==> src/common/fifo_flags_consts.svh <==
`ifndef FIFO_FLAGS_CONSTS_SVH
`define FIFO_FLAGS_CONSTS_SVH

// ----------------------------------------
// sizes
// ----------------------------------------
`define FF_DEPTH_DEFAULT 8192
`define FF_DATA_W        18
`define FF_NARROW_W      9

// ----------------------------------------
// register stages
// ----------------------------------------
`define FF_PTR_SYNC_STAGES 2

// ----------------------------------------
// reset values (full, empty, outvalid internal active-high; almost-full, almost-empty, half-full active-low pins)
// ----------------------------------------
`define FF_FULL_RST        1'b0
`define FF_EMPTY_RST       1'b1
`define FF_OUTVALID_RST    1'b0
`define FF_ALMOST_FULL_RST 1'b1
`define FF_ALMOST_EMPTY_RST 1'b0
`define FF_HALF_FULL_RST   1'b1

`endif

==> src/common/fifo_flags_pkg.sv <==
package fifo_flags_pkg;

	// ----------------------------------------
	// programmable flag timing, one-hot
	// ----------------------------------------
	typedef enum logic [1:0] {
		TIMING_ASYNC = 2'h1,
		TIMING_SYNC  = 2'h2
	} flag_timing_t;

endpackage

==> src/rtl/fifo_status_flags.sv <==
// Function
// [RULE1] fall-through: shared full pin is active-low input ready, high blocks writes
// [RULE2] fall-through: input ready goes high after depth plus one writes
// [RULE3] standard: shared pin is active-low full flag, low blocks writes
// [RULE4] standard: full flag goes low after depth writes, depth doubles for x9
// [RULE5] input-ready count includes the word held in the output register
// [RULE6] full pin changes on write clock edges only, two register stages
// [RULE7] fall-through: output ready falls together with first valid data
// [RULE8] output ready rises only on a true read; last data held
// [RULE9] standard: shared pin is active-low empty flag, low blocks reads
// [RULE10] empty pin changes on read edges; three stages fall-through, two standard
// [RULE11] fall-through: almost-full low after depth plus one minus m writes
// [RULE12] standard: almost-full low after depth minus m writes
// [RULE13] almost-full: async set by write, cleared by read; sync write-only
// [RULE14] almost-empty low at occupancy up to n, plus one in fall-through
// [RULE15] almost-empty: async set by read, cleared by write; sync read-only
// [RULE16] half-full set low by write edge, set high by read edge
// [RULE17] fall-through: half-full low after ((D-1)/2)+2 writes
// [RULE18] standard: half-full low after half depth plus one writes
// [RULE19] data output carries 18 bits wide or 9 bits narrow
// [RULE20] thresholds counted in units of the wider bus width
// [RULE21] flag timing select latched during master reset; low async, high sync
// [RULE22] flags hold while their clock is stopped
// [RULE23] pointers cross between write and read sides through synchronizers
// [RULE24] writer stops on full, reader stops on empty or not ready
`timescale 1ns/1ps
`include "fifo_flags_consts.svh"

module fifo_status_flags import fifo_flags_pkg::*; #(
	parameter int DEPTH  = `FF_DEPTH_DEFAULT,
	parameter int DATA_W = `FF_DATA_W,
	parameter int CW     = $clog2(DEPTH) + 2,
	parameter int AW     = $clog2(DEPTH) + 1
) (
	input  wire logic              clk,
	input  wire logic              sys_rst,
	input  wire logic              master_reset_n,
	input  wire logic              partial_reset_n,
	input  wire logic              fall_through_mode,
	input  wire logic              flag_timing_select,
	input  wire logic              inNarrow,
	input  wire logic              outNarrow,
	input  wire logic              writeClk,
	input  wire logic              writeEnableN,
	input  wire logic              readClk,
	input  wire logic              readEnableN,
	input  wire logic [CW-1:0]     fullOffset,
	input  wire logic [CW-1:0]     emptyOffset,
	input  wire logic [DATA_W-1:0] arrayData,
	output logic      [AW-1:0]     arrayWriteAddr,
	output logic                   arrayWriteStrobe,
	output logic      [AW-1:0]     arrayReadAddr,
	output logic                   full_flag_n,
	output logic                   empty_flag_n,
	output logic                   almost_full_n,
	output logic                   almost_empty_n,
	output logic                   half_full_n,
	output logic      [DATA_W-1:0] data_out
);

	// ----------------------------------------
	// configuration caught during master reset
	// ----------------------------------------
	logic         fwftMode;
	flag_timing_t timing;
	logic         bothNarrow;
	logic         outNarrowCfg;

	always_ff @(posedge clk or posedge sys_rst) begin
		if (sys_rst) begin
			fwftMode     <= 1'b0;
			timing       <= TIMING_ASYNC;
			bothNarrow   <= 1'b0;
			outNarrowCfg <= 1'b0;
		end else if (!master_reset_n) begin
			fwftMode     <= fall_through_mode;
			timing       <= flag_timing_select ? TIMING_SYNC : TIMING_ASYNC; // RULE21
			bothNarrow   <= inNarrow & outNarrow;
			outNarrowCfg <= outNarrow;
		end
	end

	// ----------------------------------------
	// clock pin edges, sampled on clk
	// ----------------------------------------
	logic writeClkPrev;
	logic readClkPrev;
	wire  wEdge = writeClk & ~writeClkPrev;
	wire  rEdge = readClk & ~readClkPrev;
	wire  anyReset = ~master_reset_n | ~partial_reset_n;

	always_ff @(posedge clk or posedge sys_rst) begin
		if (sys_rst) begin
			writeClkPrev <= 1'b0;
			readClkPrev  <= 1'b0;
		end else begin
			writeClkPrev <= writeClk;
			readClkPrev  <= readClk;
		end
	end

	// ----------------------------------------
	// thresholds, in units of the wider bus
	// ----------------------------------------
	wire [CW-1:0] fwftExtra = {{(CW-1){1'b0}}, fwftMode};
	wire [CW-1:0] depthEff  = bothNarrow ? CW'(2 * DEPTH) : CW'(DEPTH); // RULE20
	wire [CW-1:0] fullLimit = depthEff + fwftExtra; // RULE2 RULE4 RULE5
	wire [CW-1:0] pafLimit  = fullLimit - fullOffset; // RULE11 RULE12
	wire [CW-1:0] paeLimit  = emptyOffset + fwftExtra; // RULE14
	wire [CW-1:0] hfLimit   = (depthEff >> 1) + fwftExtra; // RULE17 RULE18

	// ----------------------------------------
	// pointers and crossings
	// ----------------------------------------
	logic [CW-1:0] wrPtr;
	logic [CW-1:0] takePtr;
	logic [CW-1:0] readCount;
	logic [CW-1:0] wrPtrR;
	logic [CW-1:0] readCountW;

	ptr_sync #(.WIDTH(CW), .STAGES(`FF_PTR_SYNC_STAGES)) u_wr2rd ( // RULE23
		.clk     (clk),
		.sys_rst (sys_rst),
		.din     (wrPtr),
		.dout    (wrPtrR)
	);

	ptr_sync #(.WIDTH(CW), .STAGES(`FF_PTR_SYNC_STAGES)) u_rd2wr ( // RULE23
		.clk     (clk),
		.sys_rst (sys_rst),
		.din     (readCount),
		.dout    (readCountW)
	);

	// ----------------------------------------
	// write side
	// ----------------------------------------
	logic fullS1;
	logic fullS2;

	wire [CW-1:0] occW        = wrPtr - readCountW;
	wire          fullNow     = occW >= fullLimit;
	// writes refused while full, whatever the pin shows
	wire          writeAccept = wEdge & ~writeEnableN & ~fullNow; // RULE1 RULE3
	wire [CW-1:0] occWNext    = occW + {{(CW-1){1'b0}}, writeAccept};
	wire          next_full   = occWNext >= fullLimit; // RULE2 RULE4

	always_ff @(posedge clk or posedge sys_rst) begin
		if (sys_rst) begin
			wrPtr  <= '0;
			fullS1 <= `FF_FULL_RST;
			fullS2 <= `FF_FULL_RST;
		end else if (anyReset) begin
			wrPtr  <= '0;
			fullS1 <= `FF_FULL_RST;
			fullS2 <= `FF_FULL_RST;
		end else if (wEdge) begin // RULE6 RULE22
			wrPtr  <= occWNext + readCountW;
			fullS1 <= next_full;
			fullS2 <= fullS1;
		end
	end

	assign arrayWriteAddr   = wrPtr[AW-1:0];
	assign arrayWriteStrobe = writeAccept & master_reset_n & partial_reset_n;
	// same pin, inverted sense between modes
	assign full_flag_n      = fwftMode ? fullS2 : ~fullS2; // RULE1 RULE3

	// ----------------------------------------
	// read side
	// ----------------------------------------
	logic outValid;
	logic availS1;
	logic availS2;
	logic emptyS1;
	logic emptyS2;

	wire [CW-1:0] arrayCount = wrPtrR - takePtr;
	wire          arrayHas   = arrayCount != '0;
	// reads refused on empty array or idle output register
	wire          stdRead    = rEdge & ~readEnableN & arrayHas & ~fwftMode; // RULE9
	wire          trueRead   = rEdge & ~readEnableN & outValid & fwftMode; // RULE8
	// availability seen through two read stages before the load
	wire          loadOut    = fwftMode & rEdge & arrayHas & availS2 &
		(~outValid | trueRead); // RULE7 RULE10
	wire          take       = stdRead | loadOut;
	wire          consume    = stdRead | trueRead;
	wire [CW-1:0] next_take  = takePtr + {{(CW-1){1'b0}}, take};
	wire [CW-1:0] next_count = readCount + {{(CW-1){1'b0}}, consume};
	wire          next_empty = (wrPtrR - next_take) == '0;
	wire          next_outValid = loadOut | (outValid & ~trueRead); // RULE8

	always_ff @(posedge clk or posedge sys_rst) begin
		if (sys_rst) begin
			takePtr   <= '0;
			readCount <= '0;
			outValid  <= `FF_OUTVALID_RST;
			availS1   <= 1'b0;
			availS2   <= 1'b0;
			emptyS1   <= `FF_EMPTY_RST;
			emptyS2   <= `FF_EMPTY_RST;
		end else if (anyReset) begin
			takePtr   <= '0;
			readCount <= '0;
			outValid  <= `FF_OUTVALID_RST;
			availS1   <= 1'b0;
			availS2   <= 1'b0;
			emptyS1   <= `FF_EMPTY_RST;
			emptyS2   <= `FF_EMPTY_RST;
		end else if (rEdge) begin // RULE10 RULE22
			takePtr   <= next_take;
			readCount <= next_count;
			outValid  <= next_outValid;
			availS1   <= arrayHas;
			availS2   <= availS1;
			emptyS1   <= next_empty;
			emptyS2   <= emptyS1;
		end
	end

	// data register: last word held when nothing is taken
	always_ff @(posedge clk or posedge sys_rst) begin
		if (sys_rst) begin
			data_out <= '0;
		end else if (anyReset) begin
			// cleared so a width change never leaves stale upper bits
			data_out <= '0;
		end else if (take) begin
			data_out <= outNarrowCfg ?
				{{(DATA_W-`FF_NARROW_W){1'b0}}, arrayData[`FF_NARROW_W-1:0]} :
				arrayData; // RULE19
		end
	end

	assign arrayReadAddr = takePtr[AW-1:0];
	assign empty_flag_n  = fwftMode ? ~outValid : ~emptyS2; // RULE7 RULE9

	// ----------------------------------------
	// programmable and half-full flags
	// ----------------------------------------
	wire [CW-1:0] occR     = wrPtrR - readCount;
	wire [CW-1:0] occRNext = wrPtrR - next_count;
	wire          isSync   = timing == TIMING_SYNC;

	wire pafSetW   = wEdge & (occWNext >= pafLimit);
	wire pafClearR = rEdge & (occRNext < pafLimit);
	wire paeSetR   = rEdge & (occRNext <= paeLimit);
	wire paeClearW = wEdge & (occWNext > paeLimit);
	wire hfSetW    = wEdge & (occWNext > hfLimit);
	wire hfClearR  = rEdge & (occRNext <= hfLimit);

	logic next_almostFull;
	logic next_almostEmpty;
	logic next_halfFull;

	always_comb begin
		next_almostFull  = almost_full_n;
		next_almostEmpty = almost_empty_n;
		unique case (timing)
			TIMING_SYNC: begin
				if (wEdge) begin
					next_almostFull = ~pafSetW; // RULE13
				end
				if (rEdge) begin
					next_almostEmpty = ~paeSetR; // RULE15
				end
			end
			TIMING_ASYNC: begin
				// an assert beats a release in one cycle: write for almost-full, read for almost-empty
				if (pafSetW) begin
					next_almostFull = 1'b0; // RULE13
				end else if (pafClearR) begin
					next_almostFull = 1'b1;
				end
				if (paeSetR) begin
					next_almostEmpty = 1'b0; // RULE15
				end else if (paeClearW) begin
					next_almostEmpty = 1'b1;
				end
			end
			default: begin
				next_almostFull  = almost_full_n;
				next_almostEmpty = almost_empty_n;
			end
		endcase
	end

	assign next_halfFull = hfSetW ? 1'b0 : (hfClearR ? 1'b1 : half_full_n); // RULE16

	always_ff @(posedge clk or posedge sys_rst) begin
		if (sys_rst) begin
			almost_full_n  <= `FF_ALMOST_FULL_RST;
			almost_empty_n <= `FF_ALMOST_EMPTY_RST;
			half_full_n    <= `FF_HALF_FULL_RST;
		end else if (anyReset) begin
			almost_full_n  <= `FF_ALMOST_FULL_RST;
			almost_empty_n <= `FF_ALMOST_EMPTY_RST;
			half_full_n    <= `FF_HALF_FULL_RST;
		end else begin
			almost_full_n  <= next_almostFull;
			almost_empty_n <= next_almostEmpty;
			half_full_n    <= next_halfFull;
		end
	end

	// ----------------------------------------
	// checks
	// ----------------------------------------
	wire quiet = master_reset_n & partial_reset_n;

	property p_full_block;
		@(posedge clk) disable iff (sys_rst)
		writeAccept |-> occW < fullLimit;
	endproperty
	a_full_block: assert property (p_full_block) // RULE1
		else $error("write accepted while full");

	property p_full_bound;
		@(posedge clk) disable iff (sys_rst)
		quiet |-> occW <= fullLimit;
	endproperty
	a_full_bound: assert property (p_full_bound) // RULE5
		else $error("occupancy beyond limit");

	property p_full_edge;
		@(posedge clk) disable iff (sys_rst)
		(!$stable(full_flag_n) && $past(quiet) && $stable(fwftMode))
			|-> $past(wEdge);
	endproperty
	a_full_edge: assert property (p_full_edge) // RULE6
		else $error("full pin moved without write edge");

	property p_empty_edge;
		@(posedge clk) disable iff (sys_rst)
		(!$stable(empty_flag_n) && $past(quiet) && $stable(fwftMode))
			|-> $past(rEdge);
	endproperty
	a_empty_edge: assert property (p_empty_edge) // RULE10
		else $error("empty pin moved without read edge");

	property p_ready_with_data;
		@(posedge clk) disable iff (sys_rst)
		(fwftMode && $fell(empty_flag_n)) |-> $past(loadOut) && !$stable(data_out)
			|| $past(arrayData) == data_out;
	endproperty
	a_ready_with_data: assert property (p_ready_with_data) // RULE7
		else $error("output ready fell without data load");

	property p_ready_rise;
		@(posedge clk) disable iff (sys_rst)
		(fwftMode && $rose(empty_flag_n) && $past(quiet))
			|-> $past(rEdge && !readEnableN);
	endproperty
	a_ready_rise: assert property (p_ready_rise) // RULE8
		else $error("output ready rose without true read");

	property p_narrow_out;
		@(posedge clk) disable iff (sys_rst)
		outNarrowCfg && $past(outNarrowCfg)
			|-> data_out[DATA_W-1:`FF_NARROW_W] == '0;
	endproperty
	a_narrow_out: assert property (p_narrow_out) // RULE19
		else $error("narrow output upper bits set");

	property p_paf_sync;
		@(posedge clk) disable iff (sys_rst)
		(isSync && !$stable(almost_full_n) && $past(quiet)) |-> $past(wEdge);
	endproperty
	a_paf_sync: assert property (p_paf_sync) // RULE13
		else $error("sync almost-full moved without write edge");

	property p_pae_sync;
		@(posedge clk) disable iff (sys_rst)
		(isSync && !$stable(almost_empty_n) && $past(quiet)) |-> $past(rEdge);
	endproperty
	a_pae_sync: assert property (p_pae_sync) // RULE15
		else $error("sync almost-empty moved without read edge");

	property p_half_dirs;
		@(posedge clk) disable iff (sys_rst)
		$fell(half_full_n) |-> $past(wEdge) ##0 $past(occWNext) > $past(hfLimit);
	endproperty
	a_half_dirs: assert property (p_half_dirs) // RULE16
		else $error("half-full fell without write edge past half");

	property p_timing_latch;
		@(posedge clk) disable iff (sys_rst)
		!master_reset_n |=> isSync == $past(flag_timing_select);
	endproperty
	a_timing_latch: assert property (p_timing_latch) // RULE21
		else $error("flag timing not latched at master reset");

endmodule

==> src/rtl/ptr_sync.sv <==
`timescale 1ns/1ps

module ptr_sync #(
	parameter int WIDTH  = 16,
	parameter int STAGES = 2
) (
	input  wire logic             clk,
	input  wire logic             sys_rst,
	input  wire logic [WIDTH-1:0] din,
	output logic      [WIDTH-1:0] dout
);

	logic [WIDTH-1:0] stage [STAGES];

	// first stage feeds only the next stage
	always_ff @(posedge clk or posedge sys_rst) begin
		if (sys_rst) begin
			for (int i = 0; i < STAGES; i++) begin
				stage[i] <= '0;
			end
		end else begin
			stage[0] <= din;
			for (int i = 1; i < STAGES; i++) begin
				stage[i] <= stage[i-1];
			end
		end
	end

	assign dout = stage[STAGES-1];

endmodule

==> config.mk <==
export PLATFORM = sky130hd
export DESIGN_NAME = fifo_status_flags
export DESIGN_NICKNAME = d
export VERILOG_FILES = /design/src/common/fifo_flags_pkg.sv /design/src/rtl/fifo_status_flags.sv /design/src/rtl/ptr_sync.sv
export VERILOG_INCLUDE_DIRS = /design/src /design/src/common
export SDC_FILE = /design/constraint.sdc
export NUM_CORES = 1
export LEC_CHECK = 0
export ABC_CLOCK_PERIOD_IN_PS = 5800
export BUFFER_PORTS_ARGS = -buffer_cell sky130_fd_sc_hd__buf_2
export CORE_ASPECT_RATIO = 1.4
export CORE_MARGIN = 2
export CORE_UTILIZATION = 56
export CTS_BUF_LIST = sky130_fd_sc_hd__clkbuf_4
export DETAILED_ROUTE_END_ITERATION = 6
export GPL_TIMING_DRIVEN = 0
export PLACE_DENSITY = 0.82
export SYNTH_ARGS = -nofsm -noshare
export SYNTH_HDL_FRONTEND = slang
export SYNTH_HIERARCHICAL = 1
export SYNTH_SLANG_ARGS = --single-unit
==> constraint.sdc <==
create_clock -name clk -period 5.8 [get_ports clk]
set_clock_uncertainty 0.05 [all_clocks]
set_input_delay 0.29 -clock clk [delete_from_list [all_inputs] [get_ports clk]]
set_output_delay 0.29 -clock clk [all_outputs]
set_load 0.01 [all_outputs]
==> results_dict.tcl <==
set metrics [dict create \
    leakagePower_nw 6.99 \
    tightestPinTransition_ns 1.16 \
    area_growth_syn_to_layout_pct 29.9 \
    setup-tns-final_ns -5.29 \
    grt_overflow 0 \
    fmax_ghz 0.151 \
    crit_path_max_fanout 8 \
    routed_wl_um 39200 \
    critPathSlowestCell "sky130_fd_sc_hd__ha_1" \
    pwr-share-seq 0.499 \
    cp_data_arrival_time_ns 7.01 \
    cts_made_buffers 17 \
    synth_cell_type_count 75 \
    io_pins 112 \
    timing.slew.headroom 0.224 \
    finalHoldViolations 0 \
    clk_root_buffer_cell "sky130_fd_sc_hd__clkbuf_4" \
    placement_rows 61 \
    min_period_over_period 1.14 \
    number_of_enable_flip_flop_cells_after_synthesis 0 \
    start_util 0.574 \
    min_delay_worst_type "input port to flop" \
    critical-path-max-stage-delay_ns 0.42 \
    dieArea_um2 21600 \
    num_vias 11200 \
    setup-violations-final 14 \
    hold_slack_ns 0.0156 \
    internal_power_w 0.00141 \
    synth_area_leaders "sky130_fd_sc_hd__dfrtp_1 (30%), sky130_fd_sc_hd__ha_1 (17%), sky130_fd_sc_hd__xnor2_1 (6.1%)" \
    combinationalPowerShare 0.158 \
    grt_start_max_net_pins 45 \
    gp_routability_congestion 0.940 \
    timing.max_cap.violations 0 \
    ys_ff_latch 140 \
    drt-pass1-iter-count 6 \
    grt_setup_unrepaired "true" \
    fp.dieW_um 125 \
    yosys-top-cells-count "sky130_fd_sc_hd__ha_1 (152), sky130_fd_sc_hd__dfrtp_1 (135), sky130_fd_sc_hd__nand2_1 (126), sky130_fd_sc_hd__a21oi_1 (85), sky130_fd_sc_hd__xnor2_1 (80)" \
    clk_path_buf_depth 2 \
    synthesis.nets 1498 \
    synth-async-reset-ratio 1.00 \
    final_net_count 1724 \
    netlist_instances 1283 \
    tritoncts "built" \
    drv_slew 0 \
    place_hpwl_um 25100 \
    antenna_left 0 \
    drt-initial-drc-count 1082 \
    routed_wire_length_per_instance_um 22.1 \
    clock_sinks 140 \
    postSynthAreaPerCell_um2 8.91 \
    grt_pass1_wl_um 57100 \
    endpoint_kind_of_the_worst_setup_timing_path "flop" \
    cp-start-kind "flop" \
    layout.filler_cells 1231 \
    most_area_hungry_cell_type_in_the_yosys_netlist "sky130_fd_sc_hd__dfrtp_1" \
    ir_drop_uv 112 \
    period_minus_slack_ns 6.61 \
    status "finished, violations left" \
    htree_num_levels 4 \
    first_global_vias 11100 \
    post-route-drc-count 0 \
    swShare 0.289 \
    top_ff_cell_synth "sky130_fd_sc_hd__dfrtp_1" \
    grt_antenna_before_repair 1 \
    clk_pin_slew_ns 0.14 \
    groute.usage.overall 0.334 \
    power.share.clock 0.343 \
    floorplan.die.height_um 173 \
    design_power_total_w 0.00199 \
    power.net_switching_w 0.000575 \
    worstSetupPathType "flop to flop" \
    via_to_cell_ratio 6.33 \
    clk_latency_ns 0.56 \
    power_density_nw_per_um2 134 \
    yosys_warnings 6 \
    port_buffers 110 \
    most_common_cell_in_the_synthesized_netlist "sky130_fd_sc_hd__ha_1" \
    post_route_cells_drive_above_1_share 0.320 \
    synth-seq-area-share 0.307 \
    violations "setup timing" \
    synth_top_area_frac 0.296 \
    critical_path_required_ns 6.20 \
    synthesis.area_um2 11400 \
    timing.final.ws_setup_ns -0.805 \
    fp.coreArea_um2 19900 \
]
==> layout by cell type (no fill, tap or decap), types with 6 or more instances in the layout <==
cell and n:
sky130_fd_sc_hd__ha_4 27, sky130_fd_sc_hd__clkinvlp_4 6, sky130_fd_sc_hd__nand2_1 120, sky130_fd_sc_hd__a21oi_1 71, sky130_fd_sc_hd__nand2b_1 15, sky130_fd_sc_hd__ha_1 120
sky130_fd_sc_hd__nor2b_1 19, sky130_fd_sc_hd__clkbuf_4 18, sky130_fd_sc_hd__xnor2_1 57, sky130_fd_sc_hd__or4_1 8, sky130_fd_sc_hd__nor3_1 20, sky130_fd_sc_hd__buf_4 134
sky130_fd_sc_hd__nand3_1 47, sky130_fd_sc_hd__or2_2 6, sky130_fd_sc_hd__inv_2 7, sky130_fd_sc_hd__o21ai_0 43, sky130_fd_sc_hd__inv_1 59, sky130_fd_sc_hd__a21oi_2 12
sky130_fd_sc_hd__clkbuf_1 19, sky130_fd_sc_hd__nor2_1 71, sky130_fd_sc_hd__mux2i_1 6, sky130_fd_sc_hd__a21o_1 24, sky130_fd_sc_hd__dlygate4sd3_1 17, sky130_fd_sc_hd__xor2_1 41
sky130_fd_sc_hd__a31oi_1 6, sky130_fd_sc_hd__buf_2 110, sky130_fd_sc_hd__o21a_1 21, sky130_fd_sc_hd__xnor2_2 16, sky130_fd_sc_hd__o211ai_1 6, sky130_fd_sc_hd__dfrtp_1 132
sky130_fd_sc_hd__and3_1 12, sky130_fd_sc_hd__or3b_2 9, sky130_fd_sc_hd__nand4_1 11, sky130_fd_sc_hd__or3_1 11, sky130_fd_sc_hd__buf_6 9, sky130_fd_sc_hd__nor4_1 10
sky130_fd_sc_hd__xnor2_4 7
==> power by group through the flow <==
stage	clock, W	combinational [W]	sequential (W)
4_1_cts	0.000675	0.000288	0.000992
5_1_grt	0.000731	0.000340	0.000993
6_report	0.000682	0.000313	0.000992
3_3_place_gp	0	0.000245	0.00101
3_5_place_dp	0	0.000256	0.00101
2_1_floorplan	0	0.000163	0.00101
==> per-layer routing <==
metal  GRT usage  vias to the layer above  share of wire
li1            -                     4948              -
met3      0.0439                      267          0.075
met2       0.591                      667           0.49
met1       0.365                     5348           0.34
met5           0                        -              0
met4       0.239                        0          0.093
==> flip-flops by register name, summed over array words and instances (netlist names), 2 cells and up <==
| register | flops |
|---|---|
| u_wr2rd/dout | 15 |
| timing | 2 |
| wrPtr | 15 |
| u_wr2rd/stage | 15 |
| takePtr | 15 |
| u_rd2wr/dout | 15 |
| data_out | 18 |
| readCount | 15 |
| u_rd2wr/stage | 15 |
==> cells by family after synthesis <==
kind of cell / share of synthesized area
compound gates: 0.157
xor+xnor: 0.0993
fa+ha+maj: 0.172
buf+inv: 0.0715
flops: 0.307
mux: 0.00821
simple gates: 0.186
==> per-stage QoR <==
step / util / std cells / setup WS (ns) / area (µm²)
global placement: 0.619 / 1645 / -1.43 / 12300
floorplan: - / 1283 / 0.00963 / 11500
CTS: 0.719 / 1752 / -0.449 / 14300
finish: 0.745 / 1775 / -0.805 / 14800
global route: 0.745 / 1775 / -0.902 / 14800
detailed placement: 0.621 / 1646 / -1.41 / 12400
==> worst max-delay path, delay by kind of cell (launching register included) <==
kind	cells	cell delay, ns
XOR/XNOR	3	0.67
buffers and inverters	4	0.63
AND/OR/NAND/NOR	12	2.14
AO/OA/AOI/OAI	6	1.72
flip-flops	1	0.36
adder cells (fa/ha/maj)	4	0.93
==> worst paths after layout <==
| path | from | end | slack (ns) | cells after the start |
|---|---|---|---|---|
| setup reg to reg | u_rd2wr/dout[6] | wrPtr[11] | -0.81 | 29 |
| max in group asynchronous | sys_rst | u_wr2rd/dout[4] | 4.39 | 3 |
| hold reg to reg | u_rd2wr/stage[15] | u_rd2wr/dout[0] | 0.29 | 0 |
| min in group asynchronous | sys_rst | data_out[17] | 0.29 | 3 |
| setup / recovery | u_rd2wr/dout[6] | wrPtr[11] | -0.81 | 29 |
| hold / removal | arrayData[11] | data_out[11] | 0.02 | 3 |
==> what timing repair did <==
action / 4_1_cts / 5_1_grt
buffers inserted: 61 / 24
hold buffers: 17 / 0
pin swaps: 99 / 74
endpoints found under the setup margin: 18 / 14
hold endpoints to repair: 52 / 0
gates resized for setup: 173 / 70
==> area by class of cell <==
type	instances	area (µm²)	area share
well taps	252	315	0.0212
plain buffers	80	544	0.0367
flip-flops and latches	140	3510	0.237
repair buffers	213	1420	0.0957
diodes	1	2.50	0.000169
multi-input cells	988	8480	0.571
clock inverters	14	169	0.0114
clock buffers	18	135	0.00910
inverters	69	267	0.0179
Note: power is estimated with default switching activity, not from simulation.
